File: config.mk
export PLATFORM = sky130hd
export DESIGN_NAME = hs_pin_ctrl
export DESIGN_NICKNAME = d
export VERILOG_FILES = /design/src/design/hs_pins_pkg.sv /design/src/design/pin_sync_if.sv /design/src/design/hs_pin_ctrl.sv /design/src/design/pin_sync.sv
export SDC_FILE = /design/constraint.sdc
export NUM_CORES = 1
export LEC_CHECK = 0
export ABC_AREA = 1
export BUFFER_PORTS_ARGS = -buffer_cell sky130_fd_sc_hd__buf_2
export CORE_MARGIN = 2
export CORE_UTILIZATION = 58
export DETAILED_ROUTE_END_ITERATION = 8
export PLACE_DENSITY = 0.8
export SLEW_MARGIN = 25
export SYNTH_ARGS = -nofsm -noshare
export SYNTH_HDL_FRONTEND = slang
export SYNTH_HIERARCHICAL = 1
export SYNTH_SLANG_ARGS = --single-unit
File: constraint.sdc
create_clock -name clk_i -period 2.1 [get_ports clk_i]
set_input_delay 0.21 -clock clk_i [delete_from_list [all_inputs] [get_ports clk_i]]
set_output_delay 0.21 -clock clk_i [all_outputs]
set_load 0.03 [all_outputs]
File: src/design/hs_pins_pkg.sv
// Constants shared by the pin-level wake, reset and input control logic
package hs_pins_pkg;

   // ***************************************************
   // Clock and timing
   // ***************************************************
   localparam int unsigned CLK_MHZ         = 200;  // Core clock rate
   localparam int unsigned RST_LOW_MIN_US  = 10;   // Least reset low time
   // Least time rounds up; whole microseconds times MHz is exact
   localparam int unsigned RST_LOW_CYC     = RST_LOW_MIN_US * CLK_MHZ;
   localparam int unsigned RST_CNT_W       = $clog2(RST_LOW_CYC + 1);
   localparam int unsigned SPI_MAX_KHZ     = 8000; // Host side limit only

   // ***************************************************
   // Widths and reset values
   // ***************************************************
   localparam int unsigned NUM_OUT         = 4;    // Number of channels
   localparam int unsigned SYNC_STAGES     = 2;    // Synchroniser depth
   localparam logic [3:0]  OUT_RST         = 4'h0; // Outputs off
   localparam logic [4:0]  SENSE_RST       = 5'h00;// No sense source
   localparam int unsigned SENSE_TEMP_BIT  = 4;    // Temperature select bit

endpackage : hs_pins_pkg

File: src/design/pin_sync_if.sv
// Carrier of synchronised pin levels and the reset pin and input zero rising edges
`timescale 1ns/1ps
interface pin_sync_if;
   logic [3:0] in_level;   // Direct inputs, clock domain
   logic       wake_level; // Wake pin, clock domain
   logic       rst_level;  // Reset pin, clock domain
   logic       rst_rise;   // Reset pin went low to high
   logic       in0_rise;   // Direct input zero rising edge

   modport prod (output in_level, wake_level, rst_level, rst_rise,
                 in0_rise);
   modport cons (input  in_level, wake_level, rst_level, rst_rise,
                 in0_rise);
endinterface : pin_sync_if

File: src/design/hs_pin_ctrl.sv
// Wake, reset, direct input, fault flag and sense select control
`timescale 1ns/1ps
// How it works
// [RULE1] SPI picks load current or temperature sense
// [RULE2] SPI can tri-state the sense output
// [RULE3] Any direct input wakes the device
// [RULE4] Direct input n drives output n
// [RULE5] External modulator clock comes on input zero
// [RULE6] Fault flag pulled low on any fault
// [RULE7] Fault detail only via serial output
// [RULE8] Wake pin high wakes the device
// [RULE9] Reset pin high also wakes
// [RULE10] Reset clears registers and enters sleep
// [RULE11] Reset rising edge starts the watchdog
// [RULE12] Host holds reset low ten microseconds
// [RULE13] Host serial clock at most eight megahertz
// [RULE14] Wake is OR of all sources
// [RULE15] Fail-safe: outputs follow direct inputs
// [RULE16] Pins pass two-stage synchroniser first
module hs_pin_ctrl
   import hs_pins_pkg::*;
#(
   parameter int unsigned WDOG_CYC = 32'd100000 // Watchdog period, cycles
)
(
   input  wire logic       clk_i,            // Core clock, 200 MHz
   input  wire logic       rst_i,            // Async reset, high
   input  wire logic [3:0] direct_input_i,   // Direct input pins
   input  wire logic       wake_i,           // Wake pin
   input  wire logic       reset_pin_i,      // Reset pin, low resets
   input  wire logic       fail_safe_i,      // Mode logic: fail-safe
   input  wire logic       pwm_en_i,         // Modulator drives outputs
   input  wire logic       pwm_ext_clk_i,    // Modulator uses pin clock
   input  wire logic [3:0] pwm_drive_i,      // Modulator output states
   input  wire logic [3:0] spi_on_i,         // Serial output on bits
   input  wire logic       fault_i,          // OR of detected faults
   input  wire logic       sense_temp_i,     // Sense shows temperature
   input  wire logic [1:0] sense_chan_i,     // Sense current channel
   input  wire logic       sense_off_i,      // Sense tri-state command
   input  wire logic       wdog_kick_i,      // Watchdog refresh
   output logic      [3:0] high_side_o,      // Output switch gates
   output logic            wake_o,           // Wake-up condition
   output logic            sleep_o,          // Low-current sleep
   output logic            regs_init_o,      // Clear config and faults
   output logic            wdog_run_o,       // Watchdog counting
   output logic            wdog_timeout_o,   // Watchdog expired
   output logic            pwm_clk_tick_o,   // Pin clock edge pulse
   output logic            fault_flag_o,     // Fault pin out level
   output logic            fault_flag_oe_o,  // Fault pin pull-down
   output logic      [4:0] sense_sel_o,      // One-hot sense source
   output logic            sense_oe_o        // Sense pin enable
);

   // ***************************************************
   // Pin synchronisation
   // ***************************************************
   pin_sync_if pins (); // Synchronised pin view for the core

   pin_sync u_sync (
      .clk_i          (clk_i),
      .rst_i          (rst_i),
      .direct_input_i (direct_input_i),
      .wake_i         (wake_i),
      .reset_pin_i    (reset_pin_i),
      .sync           (pins.prod)
   );

   // Saturating increment used by both counters
   function automatic logic [31:0] sat_inc(input logic [31:0] v,
                                           input logic [31:0] lim);
      sat_inc = (v >= lim) ? lim : v + 32'h1;
   endfunction : sat_inc

   // ***************************************************
   // Reset pin recognition
   // ***************************************************
   logic [RST_CNT_W-1:0] low_cnt;      // Cycles the pin has been low
   logic                 rst_held;     // Reset recognised and held
   logic [RST_CNT_W-1:0] next_low_cnt;
   logic                 next_rst_held;

   // Count low time; short glitches never reach the limit
   always_comb
   begin
      next_low_cnt  = low_cnt;
      next_rst_held = rst_held;
      if (pins.rst_level)
      begin
         next_low_cnt  = '0;
         next_rst_held = 1'b0;
      end
      else
      begin
         next_low_cnt = RST_CNT_W'(sat_inc(32'(low_cnt),
                                           32'(RST_LOW_CYC)));
         // [RULE12] ten microsecond low
         if (32'(next_low_cnt) >= RST_LOW_CYC)
            next_rst_held = 1'b1;
      end
   end

   // Register reset recognition
   always_ff @(posedge clk_i or posedge rst_i)
   begin
      if (rst_i)
      begin
         low_cnt  <= '0;
         rst_held <= 1'b1;
      end
      else
      begin
         low_cnt  <= next_low_cnt;
         rst_held <= next_rst_held;
      end
   end

   // ***************************************************
   // Watchdog
   // ***************************************************
   logic [31:0] wd_cnt;       // Cycles since start or refresh
   logic        wd_run;       // Counting
   logic [31:0] next_wd_cnt;
   logic        next_wd_run;

   // Start on reset release; a held reset stops it
   always_comb
   begin
      next_wd_cnt = wd_cnt;
      next_wd_run = wd_run;
      // [RULE11] start on rising edge
      // The rise lands while rst_held is still set, so it goes first
      if (pins.rst_rise)
      begin
         next_wd_run = 1'b1;
         next_wd_cnt = 32'h0;
      end
      else if (rst_held)
      begin
         next_wd_run = 1'b0;
         next_wd_cnt = 32'h0;
      end
      else if (wd_run)
         next_wd_cnt = wdog_kick_i ? 32'h0 : sat_inc(wd_cnt, WDOG_CYC);
   end

   // Register watchdog state
   always_ff @(posedge clk_i or posedge rst_i)
   begin
      if (rst_i)
      begin
         wd_cnt <= 32'h0;
         wd_run <= 1'b0;
      end
      else
      begin
         wd_cnt <= next_wd_cnt;
         wd_run <= next_wd_run;
      end
   end

   // ***************************************************
   // Pin-facing outputs
   // ***************************************************
   logic [3:0] next_high_side;
   logic       next_wake;
   logic       next_sleep;
   logic       next_tick;
   logic       next_flag_oe;
   logic [4:0] next_sense_sel;
   logic       next_sense_oe;

   // Decode outputs from pins and control settings
   always_comb
   begin
      // [RULE14] OR of wake sources
      // [RULE3] [RULE8] [RULE9] inputs, wake, reset
      next_wake = pins.rst_level | pins.wake_level | (|pins.in_level);
      // [RULE10] held reset forces sleep
      next_sleep = rst_held | ~next_wake;
      // [RULE15] fail-safe uses direct inputs
      if (fail_safe_i)
         next_high_side = pins.in_level;
      else if (pwm_en_i)
         next_high_side = pwm_drive_i;
      else
         // [RULE4] input n or SPI bit n
         next_high_side = pins.in_level | spi_on_i;
      if (rst_held)
         next_high_side = OUT_RST;
      // [RULE5] pin clock only in external mode
      next_tick = pwm_en_i & pwm_ext_clk_i & pins.in0_rise;
      // [RULE6] [RULE7] summary fault only
      next_flag_oe = fault_i & ~rst_held;
      // [RULE1] current channel or temperature
      next_sense_sel = SENSE_RST;
      if (sense_temp_i)
         next_sense_sel[SENSE_TEMP_BIT] = 1'b1;
      else
         next_sense_sel[sense_chan_i] = 1'b1;
      // [RULE2] tri-state on command
      next_sense_oe = ~sense_off_i & ~rst_held;
      if (!next_sense_oe)
         next_sense_sel = SENSE_RST;
   end

   // Register every top-level output except fault_flag_o
   always_ff @(posedge clk_i or posedge rst_i)
   begin
      if (rst_i)
      begin
         high_side_o     <= OUT_RST;
         wake_o          <= 1'b0;
         sleep_o         <= 1'b1;
         regs_init_o     <= 1'b1;
         wdog_run_o      <= 1'b0;
         wdog_timeout_o  <= 1'b0;
         pwm_clk_tick_o  <= 1'b0;
         fault_flag_oe_o <= 1'b0;
         sense_sel_o     <= SENSE_RST;
         sense_oe_o      <= 1'b0;
      end
      else
      begin
         high_side_o     <= next_high_side;
         wake_o          <= next_wake;
         sleep_o         <= next_sleep;
         // [RULE10] init while reset held
         regs_init_o     <= next_rst_held;
         wdog_run_o      <= next_wd_run;
         wdog_timeout_o  <= next_wd_run & (next_wd_cnt >= WDOG_CYC);
         pwm_clk_tick_o  <= next_tick;
         fault_flag_oe_o <= next_flag_oe;
         sense_sel_o     <= next_sense_sel;
         sense_oe_o      <= next_sense_oe;
      end
   end

   // Open drain: only ever drives low
   always_ff @(posedge clk_i or posedge rst_i)
   begin
      if (rst_i)
         fault_flag_o <= 1'b0;
      else
         fault_flag_o <= 1'b0;
   end

endmodule : hs_pin_ctrl

File: src/design/pin_sync.sv
// Two-stage synchroniser for the asynchronous pins, rising edge finder for the reset pin and input zero
`timescale 1ns/1ps
module pin_sync
   import hs_pins_pkg::*;
(
   input  wire logic       clk_i,           // Core clock
   input  wire logic       rst_i,           // Async reset, high
   input  wire logic [3:0] direct_input_i,  // Raw direct inputs
   input  wire logic       wake_i,          // Raw wake pin
   input  wire logic       reset_pin_i,     // Raw reset pin
   pin_sync_if.prod        sync             // Synchronised view
);

   // ***************************************************
   // Synchroniser stages
   // ***************************************************
   logic [5:0] meta;       // First stage, read only by stage two
   logic [5:0] stable;     // Second stage, safe to use
   logic [5:0] last;       // Previous stable value, for edges
   logic [5:0] next_meta;
   logic [5:0] next_stable;
   logic [5:0] next_last;

   // Next values: shift raw pins through the stages
   always_comb
   begin
      next_meta   = {reset_pin_i, wake_i, direct_input_i};
      next_stable = meta;
      next_last   = stable;
   end

   // [RULE16] two flops per pin
   always_ff @(posedge clk_i or posedge rst_i)
   begin
      if (rst_i)
      begin
         meta   <= 6'h00;
         stable <= 6'h00;
         last   <= 6'h00;
      end
      else
      begin
         meta   <= next_meta;
         stable <= next_stable;
         last   <= next_last;
      end
   end

   // ***************************************************
   // Outputs to the core
   // ***************************************************
   // Edges compare stage two with its delayed copy, never stage one
   assign sync.in_level   = stable[3:0];
   assign sync.wake_level = stable[4];
   assign sync.rst_level  = stable[5];
   assign sync.rst_rise   = stable[5] & ~last[5];
   // [RULE5] external clock edges
   assign sync.in0_rise   = stable[0] & ~last[0];

endmodule : pin_sync

==> impl_metrics.py <==
metrics = {
    "grt": {
        "antenna_found_initial": 0,
        "grt_pass1_wl_um": 12410,
        "grt_overflow_total": 0,
        "grt_max_degree": 42,
        "grt_pass1_vias": 2772,
        "grt_use_total": 0.2468,
    },
    "drt": {
        "wl_per_cell_um": 13.88,
        "wirelength_um": 7845,
        "drc_errors": 0,
        "ant_nets": 0,
        "drt_iter0_markers": 316,
        "num_vias": 2933,
        "dr.pass1.iters": 4,
        "viasPerCell": 5.191,
    },
    "clock_tree": {
        "clk_latency_ns": 0.35,
        "cts_tree": "built",
        "numCtsBuffers": 9,
        "clock-root-buffer": "clkbuf_8",
        "clkTransAtPathRegs_ns": 0.09,
        "htreeDepth": 3,
        "cts_max_path_buffers": 2,
        "clkSinkCount": 74,
    },
    "floorplan": {
        "start_util": 0.6014,
        "rows": 28,
        "dieArea_sq_um": 6782,
        "coreArea_sq_um": 5921,
        "fp.dieW_um": 82.36,
        "boundaryPins": 43,
        "die_h_um": 82.36,
    },
    "timing": {
        "setup_viol": 0,
        "finalHoldViolCount": 0,
        "period_minus_slack_ns": 1.934,
        "tns_ns": 0,
        "rsz0062_at_grt": "false",
        "fmax_mhz": 517.1,
        "worst_pin_slew_ns": 0.5090,
        "clock_skew_ns": 0.01347,
        "period_share": 0.9208,
        "slew_violations": 0,
        "max_slew_margin": 0.6603,
    },
    "synth": {
        "async_reset_ff_frac": 1.000,
        "avgSynthCellArea_sq_um": 8.359,
        "syn_nets": 455,
        "synth_edf_count": 0,
        "seq_area_frac_synth": 0.5207,
        "netlist_top_cells_area": "dfrtp_1 51%, inv_1 8.5%, nand2_1 8.4%",
        "synth_cells": 426,
        "synthDistinctLibCells": 39,
        "yosys_warnings": 6,
        "syn_area_sq_um": 3561,
        "synth_top_area_share": 0.5060,
        "synth_top_area_cell": "dfrtp_1",
        "synth_ff_type": "dfrtp_1",
        "ys_ff_latch": 74,
    },
    "placement": {
        "placed_cell_area_sq_um": 3855,
        "dpl.hpwl_um": 5360,
        "portBuffers": 41,
        "routabilityCongestion": 0.8460,
    },
    "cells_and_area": {
        "drive_gt1_frac": 0.2041,
        "antenna_cells": 0,
        "syn_to_final_growth_pct": 17.74,
        "nNetsFinal": 515,
        "fill_cells": 448,
        "final_area_sq_um": 4193,
    },
    "power": {
        "switching_power_mw": 0.6951,
        "pwr-share-seq": 0.512,
        "pwr-share-comb": 0.064,
        "p_int_mw": 2.191,
        "vdd_drop_max_uv": 585.3,
        "total_power_mw": 2.886,
        "pwr-share-clk": 0.424,
        "switching_share": 0.2408,
        "power.density_nw_per_um2": 688.4,
        "static-leakage-power_nw": 2.345,
    },
    "critical_path": {
        "path_class": "flop to flop",
        "start_kind": "flop",
        "crit_path_end_kind": "flop",
        "crit_fanout": 5,
        "required_ns": 2.34,
        "arrival_ns": 2.17,
    },
    "hold_path": {
        "hold_class": "input port to flop",
    },
    "run": {
        "drv_cap": 0,
    },
    "status": {
        "outcome": "finished, final reports clean",
    },
}
==> critical path: stages (launching register included) <==
cell and delay [ns]:
dfrtp_2 0.45, or2_0 0.23, nor2_1 0.10, nand2_1 0.10, nand2_4 0.11, nand2_4 0.08
nor2_2 0.09, nor2_1 0.05, nor2_2 0.14, inv_1 0.06, nor2_2 0.10, nor2_1 0.05
nand2_1 0.08, nand2_1 0.07, nand2_2 0.07, a21oi_2 0.05
==> layout make-up <==
class | instances | area, sq um | share of cell area
Inverter | 85 | 319.1 | 0.07610
Timing Repair Buffer | 56 | 347.8 | 0.08296
Multi-Input combinational cell | 260 | 1363 | 0.3250
Clock buffer | 9 | 123.9 | 0.02954
Sequential cell | 74 | 1856 | 0.4426
Clock inverter | 6 | 90.09 | 0.02149
Tap cell | 75 | 93.84 | 0.02238
==> repair_timing <==
action	4_1_cts	5_1_grt
setup endpoints to repair	0	2
hold buffers	7	0
endpoints found under the hold margin	38	0
buffers inserted	0	2
resized for setup	0	13
==> power groups by stage <==
stage,logic (mW),clock network [mW],registers [mW]
floorplan,0.0804,0,1.53
CTS,0.182,1.23,1.48
global route,0.206,1.30,1.48
finish,0.184,1.22,1.48
detailed placement,0.172,0,1.50
global placement,0.167,0,1.50
==> routing by layer <==
metal / routed length (um) / global-route usage / share of wire / up-vias
met5: 0 / 0 / 0 / -
met4: 136 / 0.1117 / 0.017 / 0
met3: 326 / 0.04022 / 0.042 / 14
met2: 4044 / 0.4105 / 0.52 / 86
met1: 3339 / 0.3175 / 0.43 / 1388
li1: - / - / - / 1445
==> cells in the final DEF, fill, tap and decap left out, types with 11 or more instances in the layout <==
cell type / netlist / layout
a21oi_1: 24 / 24
buf_2: 2 / 41
dfrtp_1: 72 / 71
inv_1: 81 / 79
nand2_1: 80 / 77
nand3_1: 22 / 22
nand4_1: 11 / 11
nor2_1: 50 / 47
o21ai_0: 17 / 16
==> cells in the mapped netlist (5+ instances only) <==
cell type	number
a21oi_1	24
dfrtp_1	72
inv_1	81
nand2_1	80
nand3_1	22
nand4_1	11
nor2_1	50
nor2_2	6
nor3_1	5
nor4_1	5
o21ai_0	17
xor2_1	5
==> flip-flops by register name, summed over array words and instances (netlist names) <==
name / flops
wake_o: 1
wdog_timeout_o: 1
sense_oe_o: 1
wd_cnt: 32
sleep_o: 1
high_side_o: 4
regs_init_o: 1
u_sync/last: 2
u_sync/next_last: 6
fault_flag_oe_o: 1
sense_sel_o: 5
low_cnt: 11
u_sync/meta: 6
wdog_run_o: 1
pwm_clk_tick_o: 1
==> through the flow <==
step / hold WS, ns / setup WS, ns / utilization / instances
after floorplan: 0.09922 / 0.2914 / - / 426
after global placement: 0.2450 / 0.2275 / 0.6511 / 541
after detailed placement: 0.2509 / 0.1550 / 0.6511 / 541
after CTS: 0.01622 / 0.1160 / 0.6991 / 563
after global routing: 0.02840 / 0.007290 / 0.7082 / 565
final: 0.02689 / 0.1663 / 0.7082 / 565
==> cells by family after synthesis <==
family	after synthesis	share of synthesized area
flops	74	0.5207
buf+inv	92	0.1072
other cells	1	0.001053
xor+xnor	8	0.01968
simple gates	194	0.2551
fa+ha+maj	4	0.01406
compound gates	53	0.08222
==> worst paths after layout <==
path,cells past startpoint,from,slack (ns),end
max,15,wd_cnt[14]$_DFF_PP0_,0.17,wdog_timeout_o$_DFF_PP0_
min,2,sense_off_i,0.03,sense_oe_o$_DFF_PP0_
max reg2reg,15,wd_cnt[14]$_DFF_PP0_,0.17,wdog_timeout_o$_DFF_PP0_
min reg2reg,0,u_sync/meta[2]$_DFF_PP0_,0.36,u_sync/next_last[2]$_DFF_PP0_
max in group asynchronous,4,rst_i,1.05,regs_init_o$_DFFE_PP1P_
min in group asynchronous,3,rst_i,0.43,low_cnt[8]$_DFF_PP0_
Power figures use the tool's default switching activity.
